===== config.mk =====
export PLATFORM = sky130hd
export DESIGN_NAME = xpb_top
export DESIGN_NICKNAME = d
export VERILOG_FILES = /design/src/rtl/xpb_pkg.sv /design/src/rtl/xpb_sync2.sv /design/src/rtl/xpb_top.sv
export SDC_FILE = /design/constraint.sdc
export NUM_CORES = 1
export LEC_CHECK = 0
export CAP_MARGIN = 5
export CELL_PAD_IN_SITES_DETAIL_PLACEMENT = 1
export CELL_PAD_IN_SITES_GLOBAL_PLACEMENT = 2
export CORE_MARGIN = 2
export CORE_UTILIZATION = 43
export DETAILED_ROUTE_END_ITERATION = 8
export DONT_BUFFER_PORTS = 1
export PLACE_DENSITY_LB_ADDON = 0.1
export REMOVE_ABC_BUFFERS = 1
export SLEW_MARGIN = 20
export SYNTH_ARGS = -nofsm -noshare
export SYNTH_HDL_FRONTEND = slang
export SYNTH_SLANG_ARGS = --single-unit

===== constraint.sdc =====
create_clock -name REF_CLK -period 2.4 [get_ports REF_CLK]
set_input_delay 0.24 -clock REF_CLK [delete_from_list [all_inputs] [get_ports REF_CLK]]
set_output_delay 0.24 -clock REF_CLK [all_outputs]
set_load 0.005 [all_outputs]

===== src/rtl/xpb_pkg.sv =====
package xpb_pkg;

  // ***************************************************
  // Timing
  // ***************************************************
  // Overvoltage must persist this many horizontal lines before tripping
  localparam int unsigned XR_FILTER_LINES = 2;
  localparam logic [1:0] XR_FILTER_W_INIT = 2'h0;

  // ***************************************************
  // Reset values
  // ***************************************************
  localparam logic BLANK_HOLD_RST = 1'h1;
  localparam logic ALARM_RST = 1'h0;
  localparam logic DRIVE_RST = 1'h0;
  localparam logic VBLANK_RST = 1'h0;
  // Reset shows blanking with unlock, the safe level
  localparam logic [1:0] CODE_RST = 2'h1;

  // ***************************************************
  // Composite code bit positions
  // ***************************************************
  localparam int unsigned CODE_BLANK_BIT = 0;
  localparam int unsigned CODE_LOCK_BIT = 1;

  typedef enum logic [1:0] {
    XPB_IDLE,
    XPB_FILTER,
    XPB_TRIPPED
  } xpb_prot_e;

  // Analog comparator results, all synchronised before use
  typedef struct packed {
    logic sense_above;
    logic supply_prot_ok;
    logic supply_en_ok;
    logic supply_dis_ok;
  } xpb_supply_s;

  // Vertical timing pulses
  typedef struct packed {
    logic vsync;
    logic vdischarge;
  } xpb_vert_s;

endpackage


===== src/rtl/xpb_sync2.sv =====
`timescale 1ns/1ps
// ***************************************************
// Two-flop synchroniser, one per bit
// ***************************************************
module xpb_sync2 #(
  parameter int unsigned WIDTH = 1
) (
  input wire logic clk,
  input wire logic rst_n,
  input wire logic [WIDTH-1:0] d,
  output logic [WIDTH-1:0] q
);
  logic [WIDTH-1:0] meta_r;
  logic [WIDTH-1:0] q_r;

  always_ff @(posedge clk or negedge rst_n) begin
    if (!rst_n) begin
      meta_r <= '0;
      q_r <= '0;
    end else begin
      meta_r <= d;
      q_r <= meta_r;
    end
  end

  assign q = q_r;
endmodule


===== src/rtl/xpb_top.sv =====
`timescale 1ns/1ps
// How it works
// - Overvoltage counts only while sense is high and supply above protection level.
// - After two lines of overvoltage, line and converter drives are switched off.
// - A trip sets the overvoltage alarm flag to one for the host.
// - Trip stays latched until supply drops or host pulses the clear bit.
// - Composite output carries lock state and early blanking simultaneously, four levels.
// - Early blanking starts at the first leading edge of sync or discharge.
// - Early blanking ends on discharge trailing edge, unless a sync leading edge comes in the same cycle.
// - Blank hold select at one holds blanking permanently, level chosen by lock.
// - Low supply, latched trip or frame drive disabled force permanent blanking.
module xpb_top (
  input wire logic REF_CLK,
  input wire logic RST_N,
  input wire logic LINE_TICK,
  input wire xpb_pkg::xpb_supply_s SUPPLY_IN,
  input wire xpb_pkg::xpb_vert_s VERT_IN,
  input wire logic LINE_LOCK_LOOP_LOCKED,
  input wire logic BLANK_HOLD_SELECT,
  input wire logic FRAME_DRIVE_ENABLE,
  input wire logic OVERVOLTAGE_LATCH_CLEAR,
  input wire logic LINE_DRIVE_REQ,
  input wire logic CONVERTER_DRIVE_REQ,
  output logic LINE_DRIVE_OUT,
  output logic CONVERTER_DRIVE_OUT,
  output logic OVERVOLTAGE_ALARM_FLAG,
  output logic [1:0] LOCK_BLANK_COMPOSITE_OUT
);

  // ***************************************************
  // Input synchronisation
  // ***************************************************
  // Comparators and vertical pulses are asynchronous to the line clock
  // Lock passes the same two flops, so lock and blank bits stay aligned
  // Drive requests are already on this clock and skip the synchroniser
  localparam int unsigned NSYNC = 7;
  logic [NSYNC-1:0] raw_in;
  logic [NSYNC-1:0] syn_in;
  xpb_pkg::xpb_supply_s sup;
  xpb_pkg::xpb_vert_s vert;
  logic locked;

  assign raw_in = {SUPPLY_IN, VERT_IN, LINE_LOCK_LOOP_LOCKED};

  xpb_sync2 #(.WIDTH(NSYNC)) u_sync (
    .clk(REF_CLK),
    .rst_n(RST_N),
    .d(raw_in),
    .q(syn_in)
  );

  assign sup = syn_in[6:3];
  assign vert = syn_in[2:1];
  assign locked = syn_in[0];

  // ***************************************************
  // Overvoltage protection
  // ***************************************************
  xpb_pkg::xpb_prot_e state_r, state_nxt;
  logic [1:0] lines_r, lines_nxt;
  logic alarm_r, alarm_nxt;
  logic ov_cond;
  logic supply_drop;

  // Supply drop releases the latch, so a trip does not outlive the supply
  // Qualified overvoltage
  assign ov_cond = sup.sense_above & sup.supply_prot_ok;
  assign supply_drop = ~sup.supply_dis_ok;

  always_comb begin
    state_nxt = state_r;
    lines_nxt = lines_r;
    alarm_nxt = alarm_r;
    case (state_r)
      xpb_pkg::XPB_IDLE: begin
        // Ticks count only in FILTER, so one cycle of entry precedes the first line
        lines_nxt = xpb_pkg::XR_FILTER_W_INIT;
        if (ov_cond) begin
          state_nxt = xpb_pkg::XPB_FILTER;
        end
      end
      xpb_pkg::XPB_FILTER: begin
        // Spike filter, a spike shorter than two lines resets the count
        if (!ov_cond) begin
          state_nxt = xpb_pkg::XPB_IDLE;
          lines_nxt = xpb_pkg::XR_FILTER_W_INIT;
        end else if (LINE_TICK) begin
          if (lines_r == 2'(xpb_pkg::XR_FILTER_LINES - 1)) begin
            state_nxt = xpb_pkg::XPB_TRIPPED;
            alarm_nxt = 1'h1;
          end else begin
            lines_nxt = lines_r + 2'h1;
          end
        end
      end
      xpb_pkg::XPB_TRIPPED: begin
        // A clear held high lets a lasting overvoltage trip again after two lines
        // Latched until supply drop or clear bit
        if (supply_drop || OVERVOLTAGE_LATCH_CLEAR) begin
          state_nxt = xpb_pkg::XPB_IDLE;
          alarm_nxt = 1'h0;
          lines_nxt = xpb_pkg::XR_FILTER_W_INIT;
        end
      end
      default: begin
        // Unused code falls back to IDLE, so a trip must qualify again
        state_nxt = xpb_pkg::XPB_IDLE;
        lines_nxt = xpb_pkg::XR_FILTER_W_INIT;
      end
    endcase
  end

  always_ff @(posedge REF_CLK or negedge RST_N) begin
    if (!RST_N) begin
      state_r <= xpb_pkg::XPB_IDLE;
      lines_r <= xpb_pkg::XR_FILTER_W_INIT;
      alarm_r <= xpb_pkg::ALARM_RST;
    end else begin
      state_r <= state_nxt;
      lines_r <= lines_nxt;
      alarm_r <= alarm_nxt;
    end
  end

  // ***************************************************
  // Drive inhibit
  // ***************************************************
  logic line_drv_r, line_drv_nxt;
  logic conv_drv_r, conv_drv_nxt;
  logic inhibit;

  // Next state is used so the drives fall on the same edge as the alarm
  // Both drives off while tripped
  assign inhibit = (state_nxt == xpb_pkg::XPB_TRIPPED);

  always_comb begin
    line_drv_nxt = LINE_DRIVE_REQ & ~inhibit;
    conv_drv_nxt = CONVERTER_DRIVE_REQ & ~inhibit;
  end

  always_ff @(posedge REF_CLK or negedge RST_N) begin
    if (!RST_N) begin
      line_drv_r <= xpb_pkg::DRIVE_RST;
      conv_drv_r <= xpb_pkg::DRIVE_RST;
    end else begin
      line_drv_r <= line_drv_nxt;
      conv_drv_r <= conv_drv_nxt;
    end
  end

  // ***************************************************
  // Early vertical blanking
  // ***************************************************
  logic vblank_r, vblank_nxt;
  logic vsync_d_r, vsync_d_nxt;
  logic vdis_d_r, vdis_d_nxt;
  logic lead_edge, dis_trail;

  // A sync edge after discharge has ended opens a blank that only the next discharge closes

  assign lead_edge = (vert.vsync & ~vsync_d_r) | (vert.vdischarge & ~vdis_d_r);
  assign dis_trail = ~vert.vdischarge & vdis_d_r;

  always_comb begin
    vblank_nxt = vblank_r;
    vsync_d_nxt = vert.vsync;
    vdis_d_nxt = vert.vdischarge;
    // End on discharge trailing edge only
    if (dis_trail) begin
      vblank_nxt = 1'h0;
    end
    if (lead_edge) begin
      vblank_nxt = 1'h1;
    end
  end

  always_ff @(posedge REF_CLK or negedge RST_N) begin
    if (!RST_N) begin
      // Edge registers reset to the idle low level, so no false edge follows reset
      vblank_r <= xpb_pkg::VBLANK_RST;
      vsync_d_r <= xpb_pkg::VBLANK_RST;
      vdis_d_r <= xpb_pkg::VBLANK_RST;
    end else begin
      vblank_r <= vblank_nxt;
      vsync_d_r <= vsync_d_nxt;
      vdis_d_r <= vdis_d_nxt;
    end
  end

  // ***************************************************
  // Composite lock / blank code
  // ***************************************************
  logic [1:0] code_r, code_nxt;
  logic blank_any;

  // Forced terms are ORed in last, so no mode can hide a fault
  // Hold mode and forced blanking
  assign blank_any = vblank_nxt | BLANK_HOLD_SELECT | ~sup.supply_en_ok | supply_drop
                     | inhibit | ~FRAME_DRIVE_ENABLE;

  always_comb begin
    code_nxt = 2'h0;
    // Two states carried together, as a two-bit code
    code_nxt[xpb_pkg::CODE_BLANK_BIT] = blank_any;
    code_nxt[xpb_pkg::CODE_LOCK_BIT] = locked;
  end

  always_ff @(posedge REF_CLK or negedge RST_N) begin
    if (!RST_N) begin
      code_r <= xpb_pkg::CODE_RST;
    end else begin
      code_r <= code_nxt;
    end
  end

  // Every output is a register, so nothing combinational reaches a pin
  assign LINE_DRIVE_OUT = line_drv_r;
  assign CONVERTER_DRIVE_OUT = conv_drv_r;
  assign OVERVOLTAGE_ALARM_FLAG = alarm_r;
  assign LOCK_BLANK_COMPOSITE_OUT = code_r;

endmodule


==> results <==
- At the end of routability-driven placement, the weighted congestion stood at 0.765.
- The post-layout net count is 84.
- The register bit count reported by yosys is 26.
- The I/O pin count is 20.
- The final critical path time including I/O delays and setup is between 1 and 1.5 ns.
- The placed wire-length estimate is about 1000 um.
- The slowest stage cell on the critical path is dfrtp_1.
- Summed over all failing endpoints, the final setup total negative slack is 0 ns.
- The post-route fraction of the period consumed by the critical path is 59.0%.
- From bottom edge to top edge, the die measures roughly 48 um.
- Setup repair after global routing left no endpoint under its margin.
- The quantity of gates resized following cts is 0.
- The total CTS buffers is 3.
- The worst setup skew after layout is roughly 0.010 ns.
- The starting DRC count in detailed routing is 5.
- Max-cap violations in this run came to 0.
- The largest single stage delay on the critical path is 0.44 ns.
- The synthesized instance count is 54.
- TritonCTS built the clock tree.
- STA classifies the critical path endpoint as a flop.
- The required time of the critical path is between 2 and 3 ns.
- The multi-input combinational cells in the finished layout cover a total of 178 um2.
- The slew at the pin with the worst max-slew slack is approximately 0.54 ns.
- The number of global-route vias before repair came to 512.
- The number of buffers inserted to repair setup after CTS is 0.
- In this run the number of H-tree levels came out at 1.
- For this run, design rule violations remaining after detail routing come to 0.
- In the final layout, the share of cells above drive strength 1 is about 15%.
- Of all nets on the critical path, the largest fanout is 3.
- The critical path goes through ha_1, a41oi_2, inv_2, or3_1.
- Across all layers, the routed design uses 460 vias.
- The netlist area before placement is around 840 um2.
- The tree built by TritonCTS fans out to 26 sinks.
- The initial utilization of the core area, before any placement, comes to about 44%.
- In this run the core area contains 16 standard-cell rows.
- The number of antenna repair diodes is 0.
- No sink is reached through more buffers than the 2 on the longest clock path.
- The sum of overflow across all layers after global routing is 0.
- The count of endpoints failing hold in the final timing report is 0.
- The total of endpoints with negative setup slack in the final report is 0.
- The hold buffer count at CTS is 8.
- The count of filler cells inserted in the layout is between 200 and 250.
- The static power due to leakage is approximately 0.43 nW.
- The die boundary width is slightly below 50 um.
- The run finished with clean final reports.
- Across all setup checks in the final design, the least slack found is between 0.9 and 1 ns.
- The cell area power density is about 700 mW/mm2.
- Relative to the synthesized area, the layout overhead comes to 18.4%.
- The initial antenna violation count came to 0.
- The floorplan step defined a core boundary enclosing between 0.0015 and 0.002 mm2.
- The die covers approximately 0.0023 mm2.
- The Yosys warning count is 0.
- The arrival time at the worst endpoint is 1.66 ns.
- During placement, the flow inserted port buffers numbering 0.
- The maximum vdd drop is between 0.3 and 0.4 mV.
- The first global-routing pass estimated 2.30 mm of wire.
- The overall track demand over capacity in global routing is between 10% and 20%.
- The max-slew headroom at the worst pin is 64.3%.
- The average wire per standard cell is between 10 and 15 um.
- Dividing the detail-routed via count by the number of cells gives between 4 and 5.
- The class of the tightest hold or removal check is primary input to flop.
- The clock latency at the later pin of the worst-skew pair is between 0.3 and 0.4 ns.
- The register area is approximately 650 um2.
- The first TritonRoute pass finished after 4 iterations.
- Entering global routing, the biggest net connects 27 pins.
- The clock root buffer is clkbuf_4.
- The path type of the worst setup path is flop to flop.
- The worst slack after detailed placement is about 1.0 ns.
- Static timing analysis puts the maximum clock frequency at about 0.7 GHz.
- The post-detailed-route count of antenna-violating nets is 0.
- A synthesized cell averages roughly 16 um2.
- Counting distinct cell types in the post-synthesis netlist gives 22.
- Of the synthesized area, sequential elements account for 77.2%.
- After clock tree synthesis, the clock-pin slew on the worst setup and hold paths is ~0.13 ns.
- After detailed routing, the total wire length is between 1 and 1.5 mm.
- The final-report max-slew violation count is 0.
- The worst setup path is launched from a flop.
## state kept, by name, summed over array words and instances (netlist names)
signal / cells
CONVERTER_DRIVE_OUT: 1
LINE_DRIVE_OUT: 1
LOCK_BLANK_COMPOSITE_OUT: 2
OVERVOLTAGE_ALARM_FLAG: 1
lines_r: 2
state_r: 2
u_sync.meta_r: 7
u_sync.q: 7
vblank_r: 1
vdis_d_r: 1
vsync_d_r: 1
## area by class of cell
class | instances | share of cell area [%]
well taps | 27 | 3.38
multi-input cells | 24 | 17.8
flip-flops and latches | 26 | 65.2
clock buffers | 4 | 3.63
inverters | 4 | 1.50
repair buffers | 9 | 8.51
## power breakdown
group / switching (W) / internal (W)
clock: 0.000120 / 0.0000927
sequential: 0.00000920 / 0.000458
combinational: 0.0000154 / 0.0000159
total: 0.000144 / 0.000567
## critical path, delay by kind of cell (launching register included)
| family | cells | cell delay (ns) |
|---|---|---|
| DFF | 1 | 0.44 |
| and+or+nand+nor | 1 | 0.37 |
| adders and majority gates | 1 | 0.26 |
| AOI/OAI and AO/OA | 1 | 0.21 |
| buffers and inverters | 1 | 0.06 |
## stage by stage
step | instance area [um2] | hold WS, ns | utilization (%) | std cells | power, W
2_1_floorplan | 845 | -0.0556 | - | 54 | 0.000484
3_3_place_gp | 878 | -0.0551 | 46.2 | 81 | 0.000487
3_5_place_dp | 878 | -0.0553 | 46.2 | 81 | 0.000489
4_1_cts | 995 | 0.0312 | 52.3 | 93 | 0.000717
5_1_grt | 1000 | 0.0398 | 52.6 | 94 | 0.000743
6_report | 1000 | 0.0356 | 52.6 | 94 | 0.000711
## routing by layer
metal	global-route usage [%]	vias to the layer above	share of wire, %
li1	-	209	-
met1	15.6	228	40
met2	22.9	19	52
met3	2.47	4	4.6
met4	7.14	0	2.4
met5	0	-	0
## final timing paths
| kind | from | to | slack [ns] | depth (start not counted) |
|---|---|---|---|---|
| max | lines_r[0] | LOCK_BLANK_COMPOSITE_OUT[0] | 0.98 | 4 |
| min | LINE_DRIVE_REQ | LINE_DRIVE_OUT | 0.04 | 1 |
| max reg2reg | lines_r[0] | LOCK_BLANK_COMPOSITE_OUT[0] | 0.98 | 4 |
| min reg2reg | u_sync.meta_r[4] | u_sync.q[4] | 0.36 | 0 |
| max in group asynchronous | RST_N | LOCK_BLANK_COMPOSITE_OUT[0] | 1.61 | 2 |
| min in group asynchronous | RST_N | u_sync.meta_r[0] | 0.41 | 2 |
## placed cells by master (no fill, tap or decap)
cell            n
dfrtp_1        25
dlygate4sd3_1   8
inv_1           3
and2_1          3
nand2_1         3
o21ai_0         3
clkbuf_4        3
dfstp_2         1
and3b_4         1
nor4bb_2        1
a41oi_2         1
inv_2           1
nand3_1         1
a21boi_0        1
nor2_1          1
o22ai_1         1
nand4b_1        1
or3_1           1
nand2b_1        1
nand4_1         1
o311ai_0        1
or2b_1          1
xor2_1          1
ha_1            1
clkbuf_8        1
buf_2           1
## cell families after synthesis
kind of cell	after synthesis	share of synthesized area [%]
AO/OA/AOI/OAI	7	6.37
AND/OR/NAND/NOR	15	12.1
XOR/XNOR	1	1.04
buffers and inverters	4	1.78
flip-flops	26	77.2
adder cells (fa/ha/maj)	1	1.48
## Yosys cell counts
| cell | instances | area, um2 |
|---|---|---|
| nand2b_1 | 1 | 6.26 |
| nor4bb_2 | 1 | 16.3 |
| or2b_1 | 1 | 7.51 |
| dfrtp_1 | 25 | 626 |
| nand4_1 | 1 | 6.26 |
| o311ai_0 | 1 | 8.76 |
| o21ai_0 | 3 | 15.0 |
| a21boi_0 | 1 | 7.51 |
| xor2_1 | 1 | 8.76 |
| dfstp_2 | 1 | 26.3 |
| nor2_1 | 1 | 3.75 |
| a41oi_2 | 1 | 16.3 |
| nand4b_1 | 1 | 8.76 |
| nand3_1 | 1 | 5.00 |
| nand2_1 | 3 | 11.3 |
| inv_1 | 3 | 11.3 |
| o22ai_1 | 1 | 6.26 |
| and2_1 | 3 | 18.8 |
| inv_2 | 1 | 3.75 |
| ha_1 | 1 | 12.5 |
| or3_1 | 1 | 6.26 |
| and3b_4 | 1 | 12.5 |
Power figures use the tool's default switching activity.
